`src/tcl_pkg.sv`:
```
// Package of offsets, field positions, reset values and counts for the timer control-low block
package tcl_pkg;
   // Register byte addresses (word aligned)
   localparam logic [3:0] ADDR_CTRL_LOW = 4'h0;
   localparam logic [3:0] ADDR_COUNTER = 4'h4;
   localparam logic [3:0] ADDR_B_DATA = 4'h8;
   localparam logic [3:0] ADDR_IRQ_STATUS = 4'hC;
   localparam logic [3:0] ADDR_IRQ_MASK = 4'h0; // Word 4 at byte 0x10, decoded below on all five bits via ADDR_IRQ_MASK_FULL
   localparam logic [4:0] ADDR_IRQ_MASK_FULL = 5'h10;
   // Field positions in the control-low register
   localparam int FLD_TICK_SEL_LO = 5;
   localparam int FLD_IRQ_FLAG = 4;
   localparam int FLD_POLARITY = 2;
   localparam int FLD_EDGE_SEL = 1;
   localparam int FLD_SNAP_REQ = 0;
   // Reset values
   localparam logic [7:0] RST_CTRL_LOW = 8'h00;
   localparam logic [15:0] RST_B_DATA = 16'hFFFF;
   localparam logic [1:0] RST_IRQ_MASK = 2'h0;
   // Clock select codes and divider width
   localparam logic [2:0] SEL_EXTERNAL = 3'h7;
   localparam int DIV_WIDTH = 11;
   // Status bit positions: interrupt event and snapshot done
   localparam int ST_IRQ_EVENT = 0;
   localparam int ST_SNAP_DONE = 1;
   // Bus answer: cycles waitrequest stays high on a read
   localparam logic [1:0] BUS_WAIT_CYCLES = 2'h1;
endpackage : tcl_pkg

```
`src/tcl_tick_sel.sv`:
```
// Tick selection: prescaler taps and synchronised external pin edge
module tcl_tick_sel (
   input wire logic i_ref_clk, // System clock
   input wire logic i_rst, // Synchronous reset, active high
   input wire logic [2:0] i_sel, // Tick source select code
   input wire logic i_edge_rise, // 1 rising, 0 falling edge
   input wire logic i_ext_tick_pin, // External clock pin, asynchronous
   output logic o_tick // One-cycle count enable
);
   logic [tcl_pkg::DIV_WIDTH-1:0] div_reg;
   logic sync1_reg;
   logic sync2_reg;
   logic last_reg;
   logic tick_reg;
   logic [tcl_pkg::DIV_WIDTH-1:0] div_next;
   logic [7:0] taps;
   logic ext_edge;
   logic tick_next;

   // Free running prescaler; each tap pulses when its low bits are all ones
   assign div_next = div_reg + 1'b1;
   assign taps[0] = &div_reg[10:0];
   assign taps[1] = &div_reg[8:0];
   assign taps[2] = &div_reg[5:0];
   assign taps[3] = &div_reg[2:0];
   assign taps[4] = &div_reg[1:0];
   assign taps[5] = div_reg[0];
   assign taps[6] = 1'b1;
   // Edge found on the second stage only, never the first
   assign ext_edge = i_edge_rise ? (sync2_reg & ~last_reg) : (~sync2_reg & last_reg); // [RULE2] [RULE8]
   assign taps[7] = ext_edge;
   assign tick_next = taps[i_sel]; // [RULE1]

   // Prescaler, synchroniser and registered tick
   always_ff @(posedge i_ref_clk) begin
      if (i_rst) begin
         div_reg <= '0;
         sync1_reg <= 1'b0;
         sync2_reg <= 1'b0;
         last_reg <= 1'b0;
         tick_reg <= 1'b0;
      end else begin
         div_reg <= div_next;
         sync1_reg <= i_ext_tick_pin;
         sync2_reg <= sync1_reg; // [RULE8]
         last_reg <= sync2_reg;
         tick_reg <= tick_next;
      end
   end

   assign o_tick = tick_reg;
endmodule : tcl_tick_sel

```
`src/tcl_snap_mem.sv`:
```
// Snapshot holder for the B data register, read data registered
module tcl_snap_mem (
   input wire logic i_ref_clk, // System clock
   input wire logic i_rst, // Synchronous reset, active high
   input wire logic i_load, // Load strobe
   input wire logic [15:0] i_data, // Value to hold
   output logic [15:0] o_data // Held value
);
   logic [15:0] data_reg;

   // Holds the counter copy until the next request
   always_ff @(posedge i_ref_clk) begin
      if (i_rst) begin
         data_reg <= tcl_pkg::RST_B_DATA;
      end else if (i_load) begin
         data_reg <= i_data; // [RULE6]
      end
   end

   assign o_data = data_reg;
endmodule : tcl_snap_mem

```
`src/tcl_ctrl_low.sv`:
```
// Timer control-low fields: tick select, interrupt flag, polarity, snapshot, Avalon-MM slave
//
// Contract
// [RULE1] Select tick: /2048,/512,/64,/8,/4,/2,/1, external
// [RULE2] External edge: bit 0 falling, 1 rising
// [RULE3] Interrupt event sets the flag to one
// [RULE4] Flag cleared by writing zero or acknowledge
// [RULE5] Polarity sets output start and disabled level
// [RULE6] Writing one copies counter into B register
// [RULE7] Snapshot request bit self clears after copy
// [RULE8] Pin synchronised, edge gives one-cycle enable
//
// Local design decisions: the Avalon-MM interface to the registers and the register addresses.
module tcl_ctrl_low (
   input wire logic i_ref_clk, // System clock, 20 MHz
   input wire logic i_rst, // Synchronous reset, active high
   input wire logic [4:0] i_avs_address, // Byte address
   input wire logic i_avs_read, // Read request
   input wire logic i_avs_write, // Write request
   input wire logic [31:0] i_avs_writedata, // Write data
   input wire logic [3:0] i_avs_byteenable, // Byte enables
   output logic [31:0] o_avs_readdata, // Read data
   output logic o_avs_waitrequest, // Stall while high
   output logic o_avs_response_err, // Unmapped address answer
   input wire logic i_ext_tick_pin, // External tick pin, asynchronous
   input wire logic i_timer_enable, // Timer enable from mode logic
   input wire logic i_out_toggle, // Output toggle event (match)
   input wire logic i_irq_event, // Timer interrupt event
   input wire logic i_int_ack, // Interrupt controller acknowledge
   input wire logic [15:0] i_counter, // Live counter value
   output logic o_tick, // Counter tick enable
   output logic o_out_level, // Timer/PWM output level
   output logic o_irq_pending_flag, // Software flag to controller
   output logic o_snap_strobe, // Snapshot taken pulse
   output logic [15:0] o_b_data, // B data register value
   output logic o_irq // Level interrupt output
);
   logic [7:0] ctrl_reg;
   logic [7:0] ctrl_next;
   logic [1:0] status_reg;
   logic [1:0] status_next;
   logic [1:0] mask_reg;
   logic out_reg;
   logic out_next;
   logic en_last_reg;
   logic snap_reg;
   logic irq_reg;
   logic [31:0] rdata_reg;
   logic ack_reg;
   logic wait_reg;
   logic err_reg;
   logic [15:0] b_data;

   // Address decode and handshake terms
   wire req = (i_avs_read | i_avs_write) & ~ack_reg;
   wire hit_ctrl = i_avs_address == {1'b0, tcl_pkg::ADDR_CTRL_LOW};
   wire hit_cnt = i_avs_address == {1'b0, tcl_pkg::ADDR_COUNTER};
   wire hit_b = i_avs_address == {1'b0, tcl_pkg::ADDR_B_DATA};
   wire hit_stat = i_avs_address == {1'b0, tcl_pkg::ADDR_IRQ_STATUS};
   wire hit_mask = i_avs_address == tcl_pkg::ADDR_IRQ_MASK_FULL;
   wire mapped = hit_ctrl | hit_cnt | hit_b | hit_stat | hit_mask;
   wire wr_ctrl = req & i_avs_write & hit_ctrl & i_avs_byteenable[0];
   wire wr_mask = req & i_avs_write & hit_mask & i_avs_byteenable[0];
   wire rd_stat = req & i_avs_read & hit_stat;
   wire [7:0] wd = i_avs_writedata[7:0];

   // Snapshot fires one cycle after the write, then the request bit drops
   wire snap_fire = ctrl_reg[tcl_pkg::FLD_SNAP_REQ]; // [RULE6]
   wire polarity = ctrl_reg[tcl_pkg::FLD_POLARITY];
   wire enable_rise = i_timer_enable & ~en_last_reg;

   // Control register next value; event set beats both clears
   always_comb begin
      ctrl_next = ctrl_reg;
      ctrl_next[3] = 1'b0;
      if (snap_fire) begin
         ctrl_next[tcl_pkg::FLD_SNAP_REQ] = 1'b0; // [RULE7]
      end
      if (wr_ctrl) begin
         ctrl_next[7:5] = wd[7:5];
         ctrl_next[tcl_pkg::FLD_POLARITY] = wd[tcl_pkg::FLD_POLARITY];
         ctrl_next[tcl_pkg::FLD_EDGE_SEL] = wd[tcl_pkg::FLD_EDGE_SEL];
         // Writing zero has no effect on the request
         if (wd[tcl_pkg::FLD_SNAP_REQ]) begin
            ctrl_next[tcl_pkg::FLD_SNAP_REQ] = 1'b1; // [RULE6]
         end
         // Writing one leaves the flag as it is; only zero clears
         if (!wd[tcl_pkg::FLD_IRQ_FLAG]) begin
            ctrl_next[tcl_pkg::FLD_IRQ_FLAG] = 1'b0; // [RULE4]
         end
      end
      if (i_int_ack) begin
         ctrl_next[tcl_pkg::FLD_IRQ_FLAG] = 1'b0; // [RULE4]
      end
      if (i_irq_event) begin
         ctrl_next[tcl_pkg::FLD_IRQ_FLAG] = 1'b1; // [RULE3]
      end
   end

   // Sticky status: read clears, a new event in the same cycle wins
   always_comb begin
      status_next = rd_stat ? 2'h0 : status_reg;
      if (i_irq_event) begin
         status_next[tcl_pkg::ST_IRQ_EVENT] = 1'b1;
      end
      if (snap_fire) begin
         status_next[tcl_pkg::ST_SNAP_DONE] = 1'b1;
      end
   end

   // Output level: disabled holds idle, enable start loads start level, match toggles
   always_comb begin
      out_next = out_reg;
      if (!i_timer_enable) begin
         out_next = polarity; // [RULE5]
      end else if (enable_rise) begin
         out_next = ~polarity; // [RULE5]
      end else if (i_out_toggle) begin
         out_next = ~out_reg;
      end
   end

   // Read data mux; unmapped reads return zero with an error answer
   wire [31:0] rdata_next =
      hit_ctrl ? {24'h000000, ctrl_reg} :
      hit_cnt ? {16'h0000, i_counter} :
      hit_b ? {16'h0000, b_data} :
      hit_stat ? {30'h0, status_reg} :
      hit_mask ? {30'h0, mask_reg} : 32'h00000000;

   // Register state
   always_ff @(posedge i_ref_clk) begin
      if (i_rst) begin
         ctrl_reg <= tcl_pkg::RST_CTRL_LOW;
         status_reg <= 2'h0;
         mask_reg <= tcl_pkg::RST_IRQ_MASK;
         out_reg <= 1'b0;
         en_last_reg <= 1'b0;
      end else begin
         ctrl_reg <= ctrl_next;
         status_reg <= status_next;
         out_reg <= out_next;
         en_last_reg <= i_timer_enable;
         if (wr_mask) begin
            mask_reg <= wd[1:0];
         end
      end
   end

   // Bus answer: one stall cycle, then waitrequest low for one edge
   // Waitrequest has its own flop so the pin never sees an inverter glitch
   always_ff @(posedge i_ref_clk) begin
      if (i_rst) begin
         ack_reg <= 1'b0;
         wait_reg <= 1'b1;
         rdata_reg <= 32'h00000000;
         err_reg <= 1'b0;
      end else begin
         ack_reg <= req;
         wait_reg <= ~req;
         if (req) begin
            rdata_reg <= i_avs_read ? rdata_next : 32'h00000000;
            err_reg <= ~mapped;
         end
      end
   end

   // Registered side outputs
   always_ff @(posedge i_ref_clk) begin
      if (i_rst) begin
         snap_reg <= 1'b0;
         irq_reg <= 1'b0;
      end else begin
         snap_reg <= snap_fire;
         irq_reg <= |(status_next & mask_reg);
      end
   end

   tcl_tick_sel u_tick (
      .i_ref_clk(i_ref_clk),
      .i_rst(i_rst),
      .i_sel(ctrl_reg[7:5]),
      .i_edge_rise(ctrl_reg[tcl_pkg::FLD_EDGE_SEL]),
      .i_ext_tick_pin(i_ext_tick_pin),
      .o_tick(o_tick)
   );

   tcl_snap_mem u_snap (
      .i_ref_clk(i_ref_clk),
      .i_rst(i_rst),
      .i_load(snap_fire),
      .i_data(i_counter),
      .o_data(b_data)
   );

   assign o_avs_readdata = rdata_reg;
   assign o_avs_waitrequest = wait_reg;
   assign o_avs_response_err = err_reg;
   assign o_out_level = out_reg;
   assign o_irq_pending_flag = ctrl_reg[tcl_pkg::FLD_IRQ_FLAG];
   assign o_snap_strobe = snap_reg;
   assign o_b_data = b_data;
   assign o_irq = irq_reg;
endmodule : tcl_ctrl_low

```
`config.mk`:
```
export PLATFORM = sky130hd
export DESIGN_NAME = tcl_ctrl_low
export DESIGN_NICKNAME = d
export VERILOG_FILES = /design/src/tcl_pkg.sv /design/src/tcl_tick_sel.sv /design/src/tcl_snap_mem.sv /design/src/tcl_ctrl_low.sv
export SDC_FILE = /design/constraint.sdc
export NUM_CORES = 1
export LEC_CHECK = 0
export BUFFER_PORTS_ARGS = -buffer_cell sky130_fd_sc_hd__buf_4
export CAP_MARGIN = 20
export CELL_PAD_IN_SITES_DETAIL_PLACEMENT = 0
export CELL_PAD_IN_SITES_GLOBAL_PLACEMENT = 1
export CORE_ASPECT_RATIO = 0.9
export CORE_MARGIN = 1
export CORE_UTILIZATION = 33
export CTS_CLUSTER_SIZE = 40
export DETAILED_ROUTE_END_ITERATION = 8
export GPL_TIMING_DRIVEN = 0
export MAX_ROUTING_LAYER = met4
export PLACE_DENSITY_LB_ADDON = 0.1
export RECOVER_POWER = 50
export SLEW_MARGIN = 20
export SYNTH_ARGS = -nofsm -noshare
export SYNTH_HDL_FRONTEND = slang
export SYNTH_HIERARCHICAL = 1
export SYNTH_SLANG_ARGS = --single-unit
```
`constraint.sdc`:
```
create_clock -name i_ref_clk -period 1.9 [get_ports i_ref_clk]
set_input_delay 0.38 -clock i_ref_clk [delete_from_list [all_inputs] [get_ports i_ref_clk]]
set_output_delay 0.38 -clock i_ref_clk [all_outputs]
set_load 0.1 [all_outputs]
```
After elaboration in Yosys (flattened, before gate mapping)

Index checks and enable logic that the tools add are counted.

Muxes and demuxes: 20
Magnitude comparators: 1
Eq/ne operators: 6
Add/sub/neg operators: 1
Reduce and logical (&&, ||, !) cells: 10
Bitwise operators: 26

Operators by type and width:

| kind                  | number |
|---|---|
| $mux 16               | 4 |
| $mux 1                | 12 |
| $add 11x1->11 const B | 1 |
| $and 1x1->1           | 11 |
| $reduce_and 11->1     | 1 |
| $eq 5x4->1 const B    | 2 |
| $not 1->1             | 9 |
| $reduce_and 9->1      | 1 |
| $mux 2                | 3 |
| $ne 3x1->1 const B    | 2 |
| $reduce_and 6->1      | 1 |
| $eq 5x3->1 const B    | 1 |
| $eq 5x5->1 const B    | 1 |
| $logic_not 5->1       | 1 |
| $or 1x1->1            | 5 |
| $lt 3x4->1 const B    | 1 |
| $reduce_and 2->1      | 2 |
| $reduce_or 2->1       | 2 |
| $bmux 1 s3            | 1 |
| $reduce_and 3->1      | 1 |
| $reduce_bool 3->1     | 1 |
| $and 2x2->2           | 1 |

Input port bits: 66
Flip-flop bits (word level): 82
Output and inout bits: 55

Longest topological paths before layout

Depth in word-level cells: 8
Gate-level depth with buffers: 8
Mapped depth without buffers: 8

Hierarchy

The synthesis kept the hierarchy.

By module, submodules not included:

| module       | area an instance (um2) | times used | cells an instance |
|---|---|---|---|
| tcl_ctrl_low | 1,597.8                | 1          | 188 |
| tcl_tick_sel | 634.4                  | 1          | 66 |
| tcl_snap_mem | 599.3                  | 1          | 53 |

Worst setup path after synthesis

OpenSTA, ideal clock, no wires.

Path type: register to register
Start point: register u_tick/div_reg[0] in the netlist's numbering
End point: register u_tick.tick_reg, in the netlist u_tick/o_tick
Data arrival time: 1.458 ns
Buffers on the path: 0
Slack: 0.320 ns
Stages on the path, launching flop included: 9
Cells stage by stage: dfxtp_1 -> ha_1 -> nand2_4 -> nor2_1 -> ha_1 -> mux2_2 -> a21oi_1 -> o31ai_1 -> o311a_1

Cells in the longest elaborated chain, start to end: 3
Elaborated cells on any way between the ends: 7
Those cells by class: mux: 2; reduce/logical: 5

RTL lines:

| element                                   | line               | source |
|---|---|---|
| start, declared                           | tcl_tick_sel.sv:10 | `logic [tcl_pkg::DIV_WIDTH-1:0] div_reg;` |
| start signal, assigned                    | tcl_tick_sel.sv:43 | `div_reg <= div_next;` |
| $reduce_and 11->1 (tied with other cells) | tcl_tick_sel.sv:22 | `assign taps[0] = &div_reg[10:0];` |
| $bmux 1 s3 (*)                            | tcl_tick_sel.sv:32 | `assign tick_next = taps[i_sel];` |
| $mux 1 (implied by the code) (*)          | tcl_tick_sel.sv:32 |  |
| end signal, assigned                      | tcl_tick_sel.sv:47 | `tick_reg <= tick_next;` |
| end, declared                             | tcl_tick_sel.sv:14 | `logic tick_reg;` |

Every way passes the cells marked *; elsewhere a longest branch is shown, timed or not. The select of a mux whose other input is x is not followed.
A chain may end at the register's enable or synchronous reset.

Worst setup path after layout

Ends and elaborated chain as after synthesis.

==> summary.txt <==
Yosys
  • Post-Syn Area per Cell: between 9 and 10 um2
  • Synth Register Bits: 65
  • Cells after synthesis: ~310
  • Asr flop ratio synth: 0%
  • Post-synth cell types: 46
  • Mapped Area: approximately 0.0028 mm2
  • Post-synthesis sequential area ratio: a little under half
  • Top_reg_cell synth: dfxtp_1
  • Post-synth EDFFs: 0
  • Synth warn: 6

STA
  • Worst-Margin Slew: just over 600 ps
  • Setup violators final: 0
  • Clock skew: around 6.6 ps
  • Count of final hold-check violations: 0
  • Pins Over Slew Limit: 0
  • Final period util: approximately 90%
  • F_max: between 500 and 600 MHz
  • Unrepaired setup endpoints after global routing: false
  • Slew HR: 58.1%
  • Hold WS: between 200 and 300 ps
  • Post-route minimum period: 1750 ps

Worst setup path
  • Highest-delay cell along the critical path: dfxtp_1
  • Crit start category: flip-flop
  • Worst path buffer plus inverter count: 0
  • Slowest cell delay on critical path: around 380 ps
  • Top delay family on crit path: adder cells
  • Arrival time of the worst setup path: between 1500 and 2000 ps
  • CP startpoint: u_tick/div_reg[0]
  • Most used cell along the critical path: ha_1
  • Crit. End Element: flip-flop
  • Kind of critical path: reg -> reg
  • Crit Path Max Fanout: 7
  • CP Cell Sequence: ha_1 > nand2_4 > nor2_1 > ha_1 > mux2_2 > a21oi_1 > o31ai_1 > o311a_1
  • RR Startpoint: u_tick/div_reg[0]
  • Required @ worst endpoint: 2120 ps

Floorplanning
  • Top-Level Pins: 121
  • Die height: 89.9 um
  • Row count: 31
  • Core Footprint: 0.00818 mm2
  • Starting Density: 34.6%
  • Die ar.: around 0.0090 mm2
  • DIE WIDTH: 99.6 um

Power
  • Switching pwr: between 0.8 and 0.9 mW
  • Sequential share of power: 48.4%
  • Pleak: roughly 1.6 nW
  • Clock Power Share: between 30% and 40%
  • Cell Pwr Density: ~800 mW/mm2
  • Worst VDD drop: between 400 and 500 uV
  • Pint: approximately 2.1 mW
  • Final Power: a little under 3 mW
  • Sw Share: 28.7%
  • Combinational fraction of design power: between 15 and 20%

Route
  • DR pass1 iterations: 4
  • Drt drc: 0
  • Routed via count: 2503
  • Vias per cell: between 4 and 5
  • WL/cell: 13.9 um
  • Post-DRT Antenna Nets: 0
  • Total wire length: between 7000 and 8000 um
  • Initial DRC Count: between 90 and 100

Final layout
  • Final core utilization: 45.5%
  • Nets: about 480
  • Layout fillers: around 850
  • Ratio of cells with drive above 1 in the final layout: around 28%
  • Diodes inserted: 0
  • Layout Area Growth over Synthesis: 31.6%

Status
  • Status: completed

Worst hold path
  • Min-delay src: i_counter[13]
  • Hold Path Class: in -> reg

Placed design
  • Port bufs: 76
  • Final RePlAce weighted congestion: roughly 0.85
  • HPWL Detailed: roughly 5400 um

CTS
  • Root buf cell: clkbuf_8
  • Clock Path Buffers: 2
  • Worst skew pair latency: approximately 330 ps
  • CTS Hold Buffers Added: 0
  • Number of clock sinks: 65
  • CTS buffer count: 9
  • H-tree Lvls: 3
  • Clk slew on worst S/H paths: about 70 ps
  • CTS tree: done

GRT
  • Largest net degree at the start of global routing: 11
  • Global-route wire length before repair: between 10000 and 15000 um
  • GRT Total Usage: 17.4%
  • Number of global-route vias before repair: around 2300
  • Total congestion overflow: 0
  • Initial antenna violation count: 0

Job
  • Max Cap Violations: 0
[power groups by stage]
stage,logic [mW],registers [mW],clock network (mW)
after CTS,0.468,1.41,1.08
after global routing,0.489,1.41,1.14
after detailed placement,0.467,1.44,0
after global placement,0.467,1.44,0
final,0.462,1.41,1.03
after floorplan,0.257,1.51,0
[logic make-up (layout without fill, tap and decap cells)]
| family | after synthesis | in the layout | share of synthesized area [%] |
|---|---|---|---|
| xor gates and xnor gates | 8 | 8 | 2.47 |
| buffers and inverters | 38 | 127 | 7.87 |
| AOI/OAI and AO/OA | 78 | 78 | 18.8 |
| DFF | 65 | 65 | 46.0 |
| and+or+nand+nor | 105 | 105 | 20.2 |
| other | 1 | 16 | 0.132 |
| muxes | 9 | 9 | 3.23 |
| adders and majority gates | 3 | 3 | 1.33 |
[per-layer routing]
| metal | routed length, um | global-route usage, % |
|---|---|---|
| met5 | 0 | - |
| met4 | 77 | 5.64 |
| met3 | 382 | 5.37 |
| met2 | 3380 | 26.2 |
| met1 | 3460 | 22.2 |
[layout by cell type (no fill, tap or decap), types with 2 or more instances in the layout]
cell       n
a21oi_1   24
nand4_1    3
a311oi_1   2
a32o_1     2
o21ai_0   12
clkbuf_8  12
a31oi_1    2
conb_1    16
a211o_1   16
a22oi_1    9
mux2i_1    8
nor2b_1   27
clkbuf_1  13
a221oi_1   2
buf_4     76
nor2_1    26
xor2_1     8
dfxtp_1   65
buf_6      2
and4_1     3
o31a_2     2
ha_1       3
nand2_1   23
nor3b_1    2
nand2b_1   3
o31ai_1    3
nor3_1     3
clkbuf_2  15
inv_1      8
nand3_1    5
[worst reg2reg max path: stages (launching register included)]
cell	delay, ps
dfxtp_1	380
ha_1	310
nand2_4	100
nor2_1	50
ha_1	190
mux2_2	250
a21oi_1	150
o31ai_1	90
o311a_1	120
[metrics by stage]
stage	setup WS [ps]	instance area, um2	cells	TNS [ps]
3_3_place_gp	-47.5	3600	513	-345
5_1_grt	24.8	3730	526	0
6_report	151	3730	526	0
3_5_place_dp	-72.6	3600	513	-469
4_1_cts	84.0	3770	526	0
2_1_floorplan	320	2890	322	0
[final cells by class]
class                      count  area (um2)  share of cell area (%)
sequential                    65        1300                    34.9
multi-input combinational    219        1370                    36.7
buffer                        28         180                    4.83
clock buffer                  13         169                    4.53
timing repair buffer          77         533                    14.3
tap                          115         144                    3.86
inverter                       9        33.8                   0.906
[worst paths after layout]
path,end,slack (ps),cells past startpoint
worst max-delay path,u_tick/o_tick,150,8
worst min-delay path,u_snap/o_data[13],260,2
worst max register to register,u_tick/o_tick,150,8
worst min register to register,u_tick/sync2_reg,440,1
[synthesized netlist by cell type, types with 2 or more instances]
cell / number / share of area [%]
dfxtp_1: 65 / 46
nor2b_1: 27 / 6.0
nor2_1: 26 / 3.4
a21oi_1: 24 / 4.2
nand2_1: 23 / 3.0
buf_4: 17 / 4.5
a211o_1: 16 / 4.9
o21ai_0: 12 / 2.1
a22oi_1: 9 / 2.4
clkbuf_1: 8 / 1.1
inv_1: 8 / 1.1
mux2i_1: 8 / 2.8
xor2_1: 8 / 2.5
nand3_1: 5 / 0.88
ha_1: 3 / 1.3
nand2b_1: 3 / 0.66
nand4_1: 3 / 0.66
nor3_1: 3 / 0.53
nor3b_1: 3 / 0.80
o31ai_1: 3 / 0.80
a221oi_1: 2 / 0.62
a311oi_1: 2 / 0.62
a31oi_1: 2 / 0.44
a32o_1: 2 / 0.71
and4_1: 2 / 0.62
buf_6: 2 / 0.80
o31a_2: 2 / 0.71
[what timing repair did]
| item | CTS | global route |
|---|---|---|
| endpoints found under the setup margin | 0 | 11 |
| gates resized for setup | 0 | 1 |
| buffers inserted | 0 | 1 |
| endpoints found under the hold margin | 0 | 0 |
Note: power is estimated with default switching activity, not from simulation.
